--- src/hw/adcrf_pkg.sv ---
package adcrf_pkg;
    // ------------------------------------------------------------
    // register indices (byte address is index times four)
    // ------------------------------------------------------------
    localparam logic [7:0] IDX_CTRL_A = 8'h00;
    localparam logic [7:0] IDX_CTRL_B = 8'h01;
    localparam logic [7:0] IDX_REFCTL = 8'h02;
    localparam logic [7:0] IDX_EVCTL = 8'h03;
    localparam logic [7:0] IDX_CLKDIV = 8'h04;
    localparam logic [7:0] IDX_FLAGS = 8'h06;
    localparam logic [7:0] IDX_SCRATCH = 8'h07;
    localparam logic [7:0] IDX_SAMPLE = 8'h08;
    localparam logic [7:0] IDX_CAL_LO = 8'h0c;
    localparam logic [7:0] IDX_MIR_LO = 8'h10;
    localparam logic [7:0] IDX_MIR_HI = 8'h11;
    localparam logic [7:0] IDX_CMP_LO = 8'h18;
    localparam logic [7:0] IDX_CMP_HI = 8'h19;
    localparam logic [7:0] IDX_CH_BASE = 8'h20;
    localparam logic [7:0] IDX_CH_CTRL = 8'h20;
    localparam logic [7:0] IDX_CH_MUX = 8'h21;
    localparam logic [7:0] IDX_CH_INTCTL = 8'h22;
    localparam logic [7:0] IDX_CH_FLAGS = 8'h23;
    localparam logic [7:0] IDX_CH_RES_LO = 8'h24;
    localparam logic [7:0] IDX_CH_RES_HI = 8'h25;
    localparam logic [7:0] IDX_CH_SCAN = 8'h26;
    // ------------------------------------------------------------
    // field positions and codes
    // ------------------------------------------------------------
    localparam int GO_BIT = 2;
    localparam int ENABLE_BIT = 0;
    localparam int SIGNED_BIT = 4;
    localparam int CONTINUOUS_CONVERSION_BIT = 3;
    localparam int RES_LSB = 1;
    localparam int DIFF_BIT = 1;
    localparam int POSITIVE_INPUT_SELECT_LSB = 3;
    localparam int OFFSET_LSB = 4;
    localparam int COUNT_LSB = 0;
    localparam int FLAG_BIT = 0;
    localparam logic [1:0] RES_12_RIGHT = 2'h0;
    localparam logic [1:0] RES_8 = 2'h1;
    localparam logic [1:0] RES_12_LEFT = 2'h2;
    localparam logic [7:0] RESET_BYTE = 8'h00;
    localparam logic [3:0] LOW_PAD = 4'h0;
    localparam logic [31:0] UNMAPPED_DATA = 32'h0000_0000;
    // ------------------------------------------------------------
    // carriers
    // ------------------------------------------------------------
    typedef struct packed {
        logic read;
        logic write;
        logic [9:0] address;
        logic [3:0] byteenable;
        logic [31:0] writedata;
    } adcrf_avs_req_s;

    typedef struct packed {
        logic [7:0] ctrl_a;
        logic [7:0] ctrl_b;
        logic [7:0] refctl;
        logic [7:0] evctl;
        logic [7:0] clkdiv;
        logic [7:0] scratch;
        logic [7:0] sample;
        logic [7:0] cal_lo;
        logic [7:0] cmp_lo;
        logic [7:0] cmp_hi;
        logic [7:0] ch_ctrl;
        logic [7:0] ch_mux;
        logic [7:0] ch_intctl;
        logic flag;
        logic [15:0] result;
        logic [3:0] scan_offset;
        logic [3:0] scan_count;
        logic [3:0] pos_applied;
        logic waitreq;
        logic [31:0] rdata;
        logic start;
    } adcrf_state_s;
endpackage

--- src/hw/adcrf_core.sv ---
`timescale 1ns/1ns
`default_nettype none
// Summary of operation
// - signed results appear in two's complement, msb is the sign, except 12-bit right adjusted without differential input (msb zero).
// - low and high result bytes form one 16-bit value, read low first.
// - 12-bit left adjusted: high byte holds result bits 11..4.
// - 12-bit left adjusted: low byte bits 7..4 hold result 3..0.
// - 12-bit right adjusted: high byte bits 3..0 hold result 11..8.
// - 12-bit right: high bits 7..4 sign-extend when signed and differential, else zero.
// - 8-bit: high byte sign-extends bit 7 when signed, else zero.
// - right adjusted and 8-bit: low byte holds bits 7..0, read-only, resets zero.
// - scanning runs only while scan length is nonzero.
// - applied positive input equals selector plus scan offset while scanning, else the selector.
// - offset increments after each conversion while not equal to scan length.
// - offset equal to length clears to zero on the next conversion.
// - a scan covers length plus one inputs from selector plus offset.
// - positive selector is bits 6..3 of the channel mux register.
// - flag sets on each conversion, clears by vector service or writing one.
module adcrf_core
    import adcrf_pkg::*;
(
    input wire logic i_clk,
    input wire logic i_rstn,
    input wire adcrf_pkg::adcrf_avs_req_s i_avs,
    output logic o_waitrequest,
    output logic [31:0] o_readdata,
    input wire logic i_conv_done,
    input wire logic [11:0] i_conv_raw,
    input wire logic i_vector_ack,
    output logic [3:0] o_pos_input,
    output logic o_conv_start,
    output logic o_flag
);
    import adcrf_pkg::*;

    adcrf_state_s state;
    adcrf_state_s next_state;

    // ------------------------------------------------------------
    // result formatting
    // ------------------------------------------------------------
    function automatic logic [15:0] fmt_result(input logic [11:0] raw,
                                               input logic [1:0] res,
                                               input logic sgn,
                                               input logic diff);
        logic [15:0] val;
        val = {4'h0, raw};
        if (res == RES_12_LEFT) begin
            val = {raw, LOW_PAD};
        end else if (res == RES_8) begin
            val = {(sgn ? {8{raw[7]}} : 8'h00), raw[7:0]};
        end else begin
            val = {((sgn && diff) ? {4{raw[11]}} : 4'h0), raw};
        end
        return val;
    endfunction

    logic [7:0] idx;
    logic take;
    logic wr_en;
    logic [7:0] wbyte;
    logic [1:0] res_mode;
    logic sgn_mode;
    logic diff_mode;
    logic scan_on;
    logic [3:0] mux_pos;

    assign idx = i_avs.address[9:2];
    assign take = (i_avs.read || i_avs.write) && !state.waitreq;
    assign wr_en = take && i_avs.write && i_avs.byteenable[0];
    assign wbyte = i_avs.writedata[7:0];
    assign res_mode = state.ctrl_b[RES_LSB +: 2];
    assign sgn_mode = state.ctrl_b[SIGNED_BIT];
    assign diff_mode = state.ch_ctrl[DIFF_BIT];
    assign scan_on = (state.scan_count != 4'h0);
    assign mux_pos = state.ch_mux[POSITIVE_INPUT_SELECT_LSB +: 4];

    // ------------------------------------------------------------
    // read multiplexer
    // ------------------------------------------------------------
    function automatic logic [7:0] read_byte(input adcrf_state_s s, input logic [7:0] a);
        logic [7:0] v;
        v = RESET_BYTE;
        if (a == IDX_CTRL_A) begin
            v = s.ctrl_a;
        end else if (a == IDX_CTRL_B) begin
            v = s.ctrl_b;
        end else if (a == IDX_REFCTL) begin
            v = s.refctl;
        end else if (a == IDX_EVCTL) begin
            v = s.evctl;
        end else if (a == IDX_CLKDIV) begin
            v = s.clkdiv;
        end else if (a == IDX_FLAGS || a == IDX_CH_FLAGS) begin
            v = {7'h00, s.flag};
        end else if (a == IDX_SCRATCH) begin
            v = s.scratch;
        end else if (a == IDX_SAMPLE) begin
            v = s.sample;
        end else if (a == IDX_CAL_LO) begin
            v = s.cal_lo;
        end else if (a == IDX_MIR_LO || a == IDX_CH_RES_LO) begin
            v = s.result[7:0];
        end else if (a == IDX_MIR_HI || a == IDX_CH_RES_HI) begin
            v = s.scratch;
        end else if (a == IDX_CMP_LO) begin
            v = s.cmp_lo;
        end else if (a == IDX_CMP_HI) begin
            v = s.cmp_hi;
        end else if (a == IDX_CH_CTRL) begin
            v = s.ch_ctrl;
        end else if (a == IDX_CH_MUX) begin
            v = s.ch_mux;
        end else if (a == IDX_CH_INTCTL) begin
            v = s.ch_intctl;
        end else if (a == IDX_CH_SCAN) begin
            v = {s.scan_offset, s.scan_count};
        end
        return v;
    endfunction

    // ------------------------------------------------------------
    // next state
    // ------------------------------------------------------------
    always_comb begin
        next_state = state;
        next_state.start = 1'b0;
        // one wait cycle, then the request is answered
        next_state.waitreq = !((i_avs.read || i_avs.write) && state.waitreq);
        if ((i_avs.read || i_avs.write) && state.waitreq) begin
            next_state.rdata = i_avs.read ? {24'h000000, read_byte(state, idx)} : UNMAPPED_DATA;
        end
        // low byte read latches the high byte for a coherent pair
        if (take && i_avs.read && (idx == IDX_MIR_LO || idx == IDX_CH_RES_LO)) begin
            next_state.scratch = state.result[15:8];
        end
        // conversion completion
        if (i_conv_done) begin
            next_state.result = fmt_result(i_conv_raw, res_mode, sgn_mode, diff_mode);
            if (scan_on) begin
                if (state.scan_offset == state.scan_count) begin
                    next_state.scan_offset = 4'h0;
                end else begin
                    next_state.scan_offset = state.scan_offset + 4'h1;
                end
            end
            if (state.ctrl_b[CONTINUOUS_CONVERSION_BIT] && state.ctrl_a[ENABLE_BIT]) begin
                next_state.start = 1'b1;
            end
        end
        // flag clear by service or write one; a new completion wins
        if (i_vector_ack) begin
            next_state.flag = 1'b0;
        end
        if (wr_en && (idx == IDX_FLAGS || idx == IDX_CH_FLAGS) && wbyte[FLAG_BIT]) begin
            next_state.flag = 1'b0;
        end
        if (i_conv_done) begin
            next_state.flag = 1'b1;
        end
        // register writes
        if (wr_en) begin
            if (idx == IDX_CTRL_A) begin
                next_state.ctrl_a = wbyte & ~(8'h01 << GO_BIT);
                if (wbyte[GO_BIT] && wbyte[ENABLE_BIT]) begin
                    next_state.start = 1'b1;
                end
            end else if (idx == IDX_CTRL_B) begin
                next_state.ctrl_b = wbyte;
            end else if (idx == IDX_REFCTL) begin
                next_state.refctl = wbyte;
            end else if (idx == IDX_EVCTL) begin
                next_state.evctl = wbyte;
            end else if (idx == IDX_CLKDIV) begin
                next_state.clkdiv = wbyte;
            end else if (idx == IDX_SCRATCH) begin
                next_state.scratch = wbyte;
            end else if (idx == IDX_SAMPLE) begin
                next_state.sample = wbyte;
            end else if (idx == IDX_CAL_LO) begin
                next_state.cal_lo = wbyte;
            end else if (idx == IDX_CMP_LO) begin
                next_state.cmp_lo = wbyte;
            end else if (idx == IDX_CMP_HI) begin
                next_state.cmp_hi = wbyte;
            end else if (idx == IDX_CH_CTRL) begin
                next_state.ch_ctrl = wbyte;
            end else if (idx == IDX_CH_MUX) begin
                next_state.ch_mux = wbyte & 8'h7f;
            end else if (idx == IDX_CH_INTCTL) begin
                next_state.ch_intctl = wbyte & 8'h0f;
            end else if (idx == IDX_CH_SCAN) begin
                next_state.scan_offset = wbyte[OFFSET_LSB +: 4];
                next_state.scan_count = wbyte[COUNT_LSB +: 4];
            end
        end
        // applied positive input for the coming conversion
        if (next_state.scan_count != 4'h0) begin
            next_state.pos_applied = next_state.ch_mux[POSITIVE_INPUT_SELECT_LSB +: 4]
                                     + next_state.scan_offset;
        end else begin
            next_state.pos_applied = next_state.ch_mux[POSITIVE_INPUT_SELECT_LSB +: 4];
        end
    end

    always_ff @(posedge i_clk or negedge i_rstn) begin
        if (!i_rstn) begin
            state <= '0;
            state.waitreq <= 1'b1;
        end else begin
            state <= next_state;
        end
    end

    assign o_waitrequest = state.waitreq;
    assign o_readdata = state.rdata;
    assign o_pos_input = state.pos_applied;
    assign o_conv_start = state.start;
    assign o_flag = state.flag;
endmodule
`default_nettype wire

--- config.mk ---
export PLATFORM = sky130hd
export DESIGN_NAME = adcrf_core
export DESIGN_NICKNAME = d
export VERILOG_FILES = /design/src/hw/adcrf_pkg.sv /design/src/hw/adcrf_core.sv
export SDC_FILE = /design/constraint.sdc
export NUM_CORES = 1
export LEC_CHECK = 0
export BUFFER_PORTS_ARGS = -buffer_cell sky130_fd_sc_hd__buf_2
export CAP_MARGIN = 25
export CORE_MARGIN = 2
export CORE_UTILIZATION = 58
export DETAILED_ROUTE_END_ITERATION = 16
export HOLD_SLACK_MARGIN = 0.06
export PLACE_DENSITY_LB_ADDON = 0.1
export SLEW_MARGIN = 10
export SYNTH_ARGS = -nofsm -noshare
export SYNTH_HDL_FRONTEND = slang
export SYNTH_SLANG_ARGS = --single-unit
export TNS_END_PERCENT = 30
--- constraint.sdc ---
create_clock -name i_clk -period 3.63 [get_ports i_clk]
set_input_delay 0.1815 -clock i_clk [delete_from_list [all_inputs] [get_ports i_clk]]
set_output_delay 0.1815 -clock i_clk [all_outputs]
set_load 0.02 [all_outputs]
-- Word-level counts from Yosys, hierarchy flattened
Index checks and enable logic that the tools add are counted.
- bitwise logic cells: 12
- add/subtract/negate cells: 2
- multiplexer cells: 71
- reductions and logical operators: 33
- equal/unequal tests: 22
- operators with widths (cell ; count):
    2-to-1 mux 64 bit ; 6
    2-to-1 mux 8 bit ; 41
    == test 8 x 6 -> 1 bit, second input constant ; 7
    2-to-1 mux 56 bit ; 1
    2-to-1 mux 48 bit ; 1
    2-to-1 mux 40 bit ; 1
    == test 8 x 5 -> 1 bit, second input constant ; 4
    2-to-1 mux 16 bit ; 2
    2-to-1 mux 32 bit ; 1
    2-to-1 mux 4 bit ; 7
    == test 8 x 3 -> 1 bit, second input constant ; 3
    2-to-1 mux 24 bit ; 1
    == test 8 x 2 -> 1 bit, second input constant ; 2
    == test 8 x 4 -> 1 bit, second input constant ; 2
    2-to-1 mux 15 bit ; 1
    AND reduction 14 bit ; 1
    AND reduction 13 bit ; 1
    NOT 1 bit ; 12
    AND reduction 12 bit ; 1
    logical AND 1 bit ; 11
    AND reduction 11 bit ; 1
    AND reduction 10 bit ; 1
    AND reduction 9 bit ; 1
    == test 8 x 1 -> 1 bit, second input constant ; 1
    other kinds (18) ; 30
- input bits: 64
- flip-flop bits (word level): 161

-- Logic depth before layout (Yosys ltp)
Gate-level depths: netlist of the first run.
- depth after elaboration: 21
- mapped depth: 12
- gate-level depth less buffers: 12

-- Least setup slack after synthesis of the first run
No wires, ideal clock.
- path type: flip-flop to flip-flop
- start: reg state, in the netlist o_waitrequest
- end: reg state, in the netlist o_pos_input[3]
- cell stages (with the launch flop): 13
- data required time: 3534 ps
- arrival: 2990 ps
- path buffers: 2
- slack: 544 ps
- path through: dfstp_2 and3b_1 clkbuf_1 nand3_1 clkbuf_1 nor2_1 a31oi_1 ha_1 a21o_1 a21oi_1 nor3_1 mux2_2 nor4_2
- RTL lines (element ; RTL line ; source):
    from (decl) ; adcrf_core.sv:36 ; adcrf_state_s state;
    from (signal assigned) ; adcrf_core.sv:211 ; state <= next_state;

==> metrics.txt, run 1 <==
min cycle time layout=around 3.0 ns; Total GRT Usage=0.3136; mapped cell area=7761 µm²; Crit Path Class=reg2reg; drt first pass iters=7; CTS tree=yes; via count=~6000; final-report max-slew violation count=0; period utilization=0.8359; I/O pins=~100; final instance count without filler cells=947; DR DRC count=0; clock skew=0.006975 ns; Root Buffer=clkbuf_16; RSZ-0062 raised after global routing=no; FMAX=roughly 330 MHz; CP max FO=5; Post-DP HPWL=roughly 15 mm; critical path, cell by cell=nor4_1 -> nand2b_1 -> nand2_1 -> a31oi_1 -> ha_1 -> a21o_1 -> a21oi_1 -> nor3_1 -> mux2_2 -> nor4_2; CP Buf/Inv Count=0; cts repair resizes=0; max capacitance violation total=0; final net count=about 830; Rel. slew slack=0.4002; CP arrival=approximately 3.4 ns; Routed Antenna Nets=0; pwr/cell area=442.4 nW/µm²; die height=about 120 µm; register area share after synthesis=0.4419; final hold vios=0; Yosys warning total=0; Inserted Clock Buffers=17; die width=between 100 and 150 µm; placer congestion estimate=between 0.9 and 1; Initial Util=0.5908; Lkg Pwr=a little over 4 nW; CP max stage cell=nor4_1; die area=~14000 µm²; Crit path largest cell delay=0.47 ns; Util after Layout=0.6544; crit start category=register; num rows=42; first-pass GRT wire length=about 34 mm; area grow syn2layout=10.77%; Setup TNS Final=0 ns; commonest register cell after synthesis=dfrtp_1; Seq cells post-synth=137; Synth area leader=dfrtp_1; Core ar.=around 13000 µm²; layout cells sized above 1=0.3009; worst slew pin tran=~0.9 ns; H-tree Lvls=4; Clock transition at path regs=approximately 0.06 ns; number of library cell types mapped by synthesis=slightly below 80; Area contributors post-synth=dfrtp_1, mux2_2, a21oi_1, buf_4, mux2i_1; initial DRC count=just under 500; global route overflow=0; commonest cells after routing, fill and taps aside=dfrtp_1, mux2_2, a21oi_1; worst-skew pair later-pin latency=approximately 0.43 ns; Final Hold Slack=0.06802 ns; final setup fails=0; required time of the worst setup path=around 4.0 ns; ys async rst share=1.000; outcome=finished clean; Peak VDD IR=0.0003089 V; vias in the first global route=5967; WL/cell=~22 µm; WL final=~21 mm; kind of cell adding the most delay to the critical path=simple AND/OR/NAND/NOR gates; initial antenna violation count=0; commonest non-fill, non-tap cell in the layout=dfrtp_1; top-area cell type share of the netlist area=0.4385; crit path capture type=register; Via density=6.339; largest net degree at the start of global routing=96; number of flops mapped to enable cells by yosys=0; clock tree buffer depth=2; PortBufs=between 40 and 50; cell count after synthesis=between 700 and 800; dpl cells=about 910; Synth Area per Inst=approximately 11 µm²; diode count=0; CTS sink count=about 140; min-delay worst type=in2reg
sequential cells by signal, indices dropped and copies added (netlist names):
register       count
o_readdata         8
sgn_mode           1
diff_mode          1
o_waitrequest      1
o_pos_input        4
res_mode           2
state            114
o_conv_start       1
mux_pos            4
o_flag             1
cell usage after synthesis (all sizes together) (4+ instances only):
library cell	n
dfrtp	136
mux2	110
a21oi	58
buf	56
nor2	51
nand2	42
mux2i	29
clkbuf	26
nand3	23
o21ai	19
o22ai	15
nand2b	13
nor3	11
inv	10
nor2b	9
a22oi	8
a221oi	7
o211ai	6
a2bb2oi	5
and2	5
nand4	5
nor4	5
xnor2	5
a32oi	4
and3	4
ha	4
nor3b	4
o221ai	4
stage by stage:
step	cell area (µm²)	total power, mW	worst slack (ns)
global placement	7934	2.037	0.6847
global route	8597	3.945	0.3149
finish	8597	3.803	0.5955
detailed placement	7934	2.050	0.5954
CTS	8589	3.815	0.5709
floorplan	7848	1.918	0.5443
routing by layer:
metal / share of wire / vias to the layer above / track usage
met4: 0.030 / 0 / 0.1346
li1: - / 2679 / -
met5: 0 / - / 0
met1: 0.44 / 3014 / 0.4377
met3: 0.065 / 44 / 0.05798
met2: 0.46 / 266 / 0.4825
where the power goes:
group,switching [mW],internal [mW]
Combinational,0.267,0.133
Sequential,0.0549,1.58
Clock,0.655,1.11
what timing repair did:
action,in CTS,in global routing
hold endpoints to repair,96,0
hold buffers,5,0
setup buffers,0,0
cells by family after synthesis:
kind of cell             count (synthesis)  synth area share
adder cells (fa/ha/maj)                  5          0.009028
buffers and inverters                   93           0.06658
multiplexers                           140            0.2004
flip-flops                             137            0.4419
XOR/XNOR                                 5          0.005642
other                                    1         0.0004832
AND/OR/NAND/NOR                        188            0.1386
AO/OA/AOI/OAI                          162            0.1374
worst reg2reg max path, cell delays in order (launching register included):
cell	delay [ns]
dfrtp_1	0.41
nor4_1	0.47
nand2b_1	0.23
nand2_1	0.07
a31oi_1	0.38
ha_1	0.31
a21o_1	0.15
a21oi_1	0.31
nor3_1	0.08
mux2_2	0.28
nor4_2	0.25
area by class of cell:
class                   instances  area (µm²)
fillers                      1077        4541
multi-input cells             524        3901
flip-flops and latches        137        3430
clock buffers                  20       456.7
repair buffers                 67       399.1
well taps                     176       220.2
clock inverters                12       148.9
inverters                      11       41.29
final timing paths:
| path | depth (start not counted) | endpoint | startpoint | slack, ns |
|---|---|---|---|---|
| hold reg to reg | 1 | state[147]$_DFFE_PN0P_ | state[147]$_DFFE_PN0P_ | 0.50 |
| max in group asynchronous | 3 | state[60]$_DFFE_PN0P_ | i_rstn | 2.31 |
| setup reg to reg | 10 | o_pos_input[3]$_DFF_PN0_ | state[38]$_DFF_PN0_ | 0.60 |
| min in group asynchronous | 2 | state[141]$_DFFE_PN0P_ | i_rstn | 0.43 |
| setup / recovery | 10 | o_pos_input[3]$_DFF_PN0_ | state[38]$_DFF_PN0_ | 0.60 |
| hold / removal | 3 | state[47]$_DFFE_PN0P_ | i_conv_raw[1] | 0.07 |
Power figures use the tool's default switching activity.
==> inputs of run 2 (changes only) <==
--- a/config.mk
+++ b/config.mk
@@ -5,6 +5,7 @@
 export SDC_FILE = /design/constraint.sdc
 export NUM_CORES = 1
 export LEC_CHECK = 0
+export ABC_AREA = 1
 export BUFFER_PORTS_ARGS = -buffer_cell sky130_fd_sc_hd__buf_2
 export CAP_MARGIN = 25
 export CORE_MARGIN = 2
==> constraint.sdc (replaced) <==
create_clock -name i_clk -period 3.1 [get_ports i_clk]
set_input_delay 0.155 -clock i_clk [delete_from_list [all_inputs] [get_ports i_clk]]
set_output_delay 0.155 -clock i_clk [all_outputs]
set_load 0.02 [all_outputs]
==> metrics.txt, run 2 <==
Root Buffer=clkbuf_16; filler instances=around 1100; register area share after synthesis=0.4698; Commonest cells post-synth=nand2_1, dfrtp_1, o21ai_0; commonest register cell after synthesis=dfrtp_1; outcome=finished clean; global route overflow=0; Lkg Pwr=4.170 nW; Area contributors post-synth=dfrtp_1, nand2_1, o21ai_0, buf_4, inv_1; die area=roughly 13000 µm²; Internal Power=3.241 mW; final-report max-slew violation count=0; final net count=roughly 1100; mapped cell area=roughly 7300 µm²; Final WS setup=approximately 0.37 ns; crit start category=register; crit path capture type=register; cell count after synthesis=about 950; Setup TNS Final=0 ns; diode count=0; post-CTS setup repair buffer count=0; period utilization=0.8795; I/O pins=a little over 100; clock tree buffer depth=2; layout cells sized above 1=0.1313; initial antenna violation count=0; Synth Area per Inst=about 7.7 µm²; DR DRC count=0; first-pass GRT wire length=29.44 mm; Biggest register=state; worst slew pin tran=0.8096 ns; drt first pass iters=6; worst-skew pair later-pin latency=0.42 ns; clock skew=roughly 0.0077 ns; die height=116.2 µm; commonest cells after routing, fill and taps aside=nand2_1, dfrtp_1, o21ai_0; footprint of the multi-input gates=around 3200 µm²; min-delay worst type=in2reg; CTS tree=yes; area grow syn2layout=13.71%; Via density=5.329; RSZ-0062 raised after global routing=no; number of library cell types mapped by synthesis=44; Core ar.=12160 µm²; WL/cell=roughly 16 µm; die width=116.2 µm; Post-DP HPWL=between 10 and 15 mm; via count=6293; H-tree Lvls=4; num rows=40; initial DRC count=approximately 560; PortBufs=49; Synth area leader=dfrtp_1; CP arrival=~3 ns; Yosys warning total=0; pwr/cell area=518.3 nW/µm²; Initial Util=0.6002; Comb pwr share=0.084; placer congestion estimate=roughly 0.89; number of flops mapped to enable cells by yosys=0; largest net degree at the start of global routing=86; ys async rst share=1.000; vias in the first global route=roughly 5800; sequential share of power=0.438; Reg area=around 3400 µm²; Inserted Clock Buffers=17; Total GRT Usage=0.2903; switching share of total power=0.2468; WL final=between 15 and 20 mm; Clock transition at path regs=~0.06 ns; Rel. slew slack=0.4602; count leader, synth=nand2_1; min cycle time layout=~2.7 ns; Peak VDD IR=between 0.0003 and 0.0004 V; Place WS=0.2694 ns; CTS sink count=~140; clock share of power=0.478; final setup fails=0; net switching power=around 1.1 mW; Routed Antenna Nets=0; max FFs per register=between 100 and 150; FMAX=roughly 370 MHz; Seq cells post-synth=roughly 140; top-area cell type share of the netlist area=0.4662; Crit Path Class=reg2reg; CP max FO=9; commonest non-fill, non-tap cell in the layout=nand2_1; max capacitance violation total=0; final hold vios=0; required time of the worst setup path=3.41 ns
## run 2: cell types whose count changed after synthesis, moves of 28 or more
cell	before	now
mux2_2	110	2
inv_1	10	76
o21ai_0	19	119
mux2i_1	28	0
nand2_1	41	296
nand3_1	19	51
## run 2: metrics by stage
stage	power, mW	util	instance area (µm²)	std cells	hold slack [ns]
6_report	4.302	0.6825	8300	1181	0.07676
5_1_grt	4.438	0.6825	8300	1181	0.09124
4_1_cts	4.300	0.6820	8294	1181	0.07640
3_5_place_dp	2.254	0.6180	7516	1131	0.2611
3_3_place_gp	2.249	0.6180	7516	1131	0.2670
2_1_floorplan	2.141	-	7386	972	-0.1406
## run 2: metal layers
layer | share of wire | track usage | up-vias
li1 | - | - | 3119
met1 | 0.46 | 0.4069 | 2926
met2 | 0.47 | 0.4581 | 218
met3 | 0.051 | 0.04670 | 30
met4 | 0.025 | 0.1135 | 0
met5 | 0 | 0 | -
## run 2: path summary, 6_finish.rpt
path                                                start                   endpoint  slack (ns)  cells past startpoint
max in group asynchronous                          i_rstn   o_pos_input[2]$_DFF_PN0_        2.02                      3
worst min-delay path                        i_conv_raw[7]      state[53]$_DFFE_PN0P_        0.08                      3
worst min register to register  o_readdata[3]$_DFFE_PN0P_  o_readdata[3]$_DFFE_PN0P_        0.47                      2
min in group asynchronous                          i_rstn      state[89]$_DFFE_PN0P_        0.35                      2
worst max-delay path              o_waitrequest$_DFF_PN1_   o_pos_input[3]$_DFF_PN0_        0.37                     17
worst max register to register    o_waitrequest$_DFF_PN1_   o_pos_input[3]$_DFF_PN0_        0.37                     17
## run 2: cell type report
| class | instances | area share |
|---|---|---|
| tap | 168 | 0.02532 |
| inverter | 85 | 0.03844 |
| multi-input combinational | 680 | 0.3866 |
| clock buffer | 21 | 0.05427 |
| sequential | 137 | 0.4132 |
| clock inverter | 11 | 0.01779 |
| timing repair buffer | 79 | 0.06437 |
## run 2: logic make-up (layout without fill, tap and decap cells)
family,count (synthesis),in the layout,share of synthesized area
AND/OR/NAND/NOR,447,447,0.2645
AO/OA/AOI/OAI,195,195,0.1402
buffers and inverters,155,196,0.1032
flip-flops,137,137,0.4698
adder cells (fa/ha/maj),5,5,0.009599
XOR/XNOR,5,5,0.005999
multiplexers,4,4,0.006170
other,1,24,0.0005137
## run 2: power groups by stage
stage	Clock (mW)	Combinational, mW	Sequential [mW]
floorplan	0	0.235	1.91
global placement	0	0.337	1.91
detailed placement	0	0.341	1.91
CTS	2.06	0.360	1.88
global route	2.14	0.407	1.89
finish	2.06	0.361	1.88
## run 2: what timing repair did
item                                    in CTS  in global routing
resized for setup                            0                  1
hold buffers                                18                  0
endpoints found under the setup margin       0                  2
hold endpoints to repair                   106                  0
## run 2: critical path, stage by stage, from the launching register on
cell     delay (ns)
dfstp_2        0.37
inv_1          0.07
nand3_1        0.17
nor2_4         0.23
nand3_1        0.16
nor3_4         0.36
nand2_1        0.08
o21ai_0        0.13
inv_1          0.10
ha_1           0.33
nand2_1        0.07
nand2_1        0.04
a31oi_1        0.19
inv_1          0.06
nand2_1        0.08
nand3_1        0.07
nand2_1        0.06
nand2_1        0.05
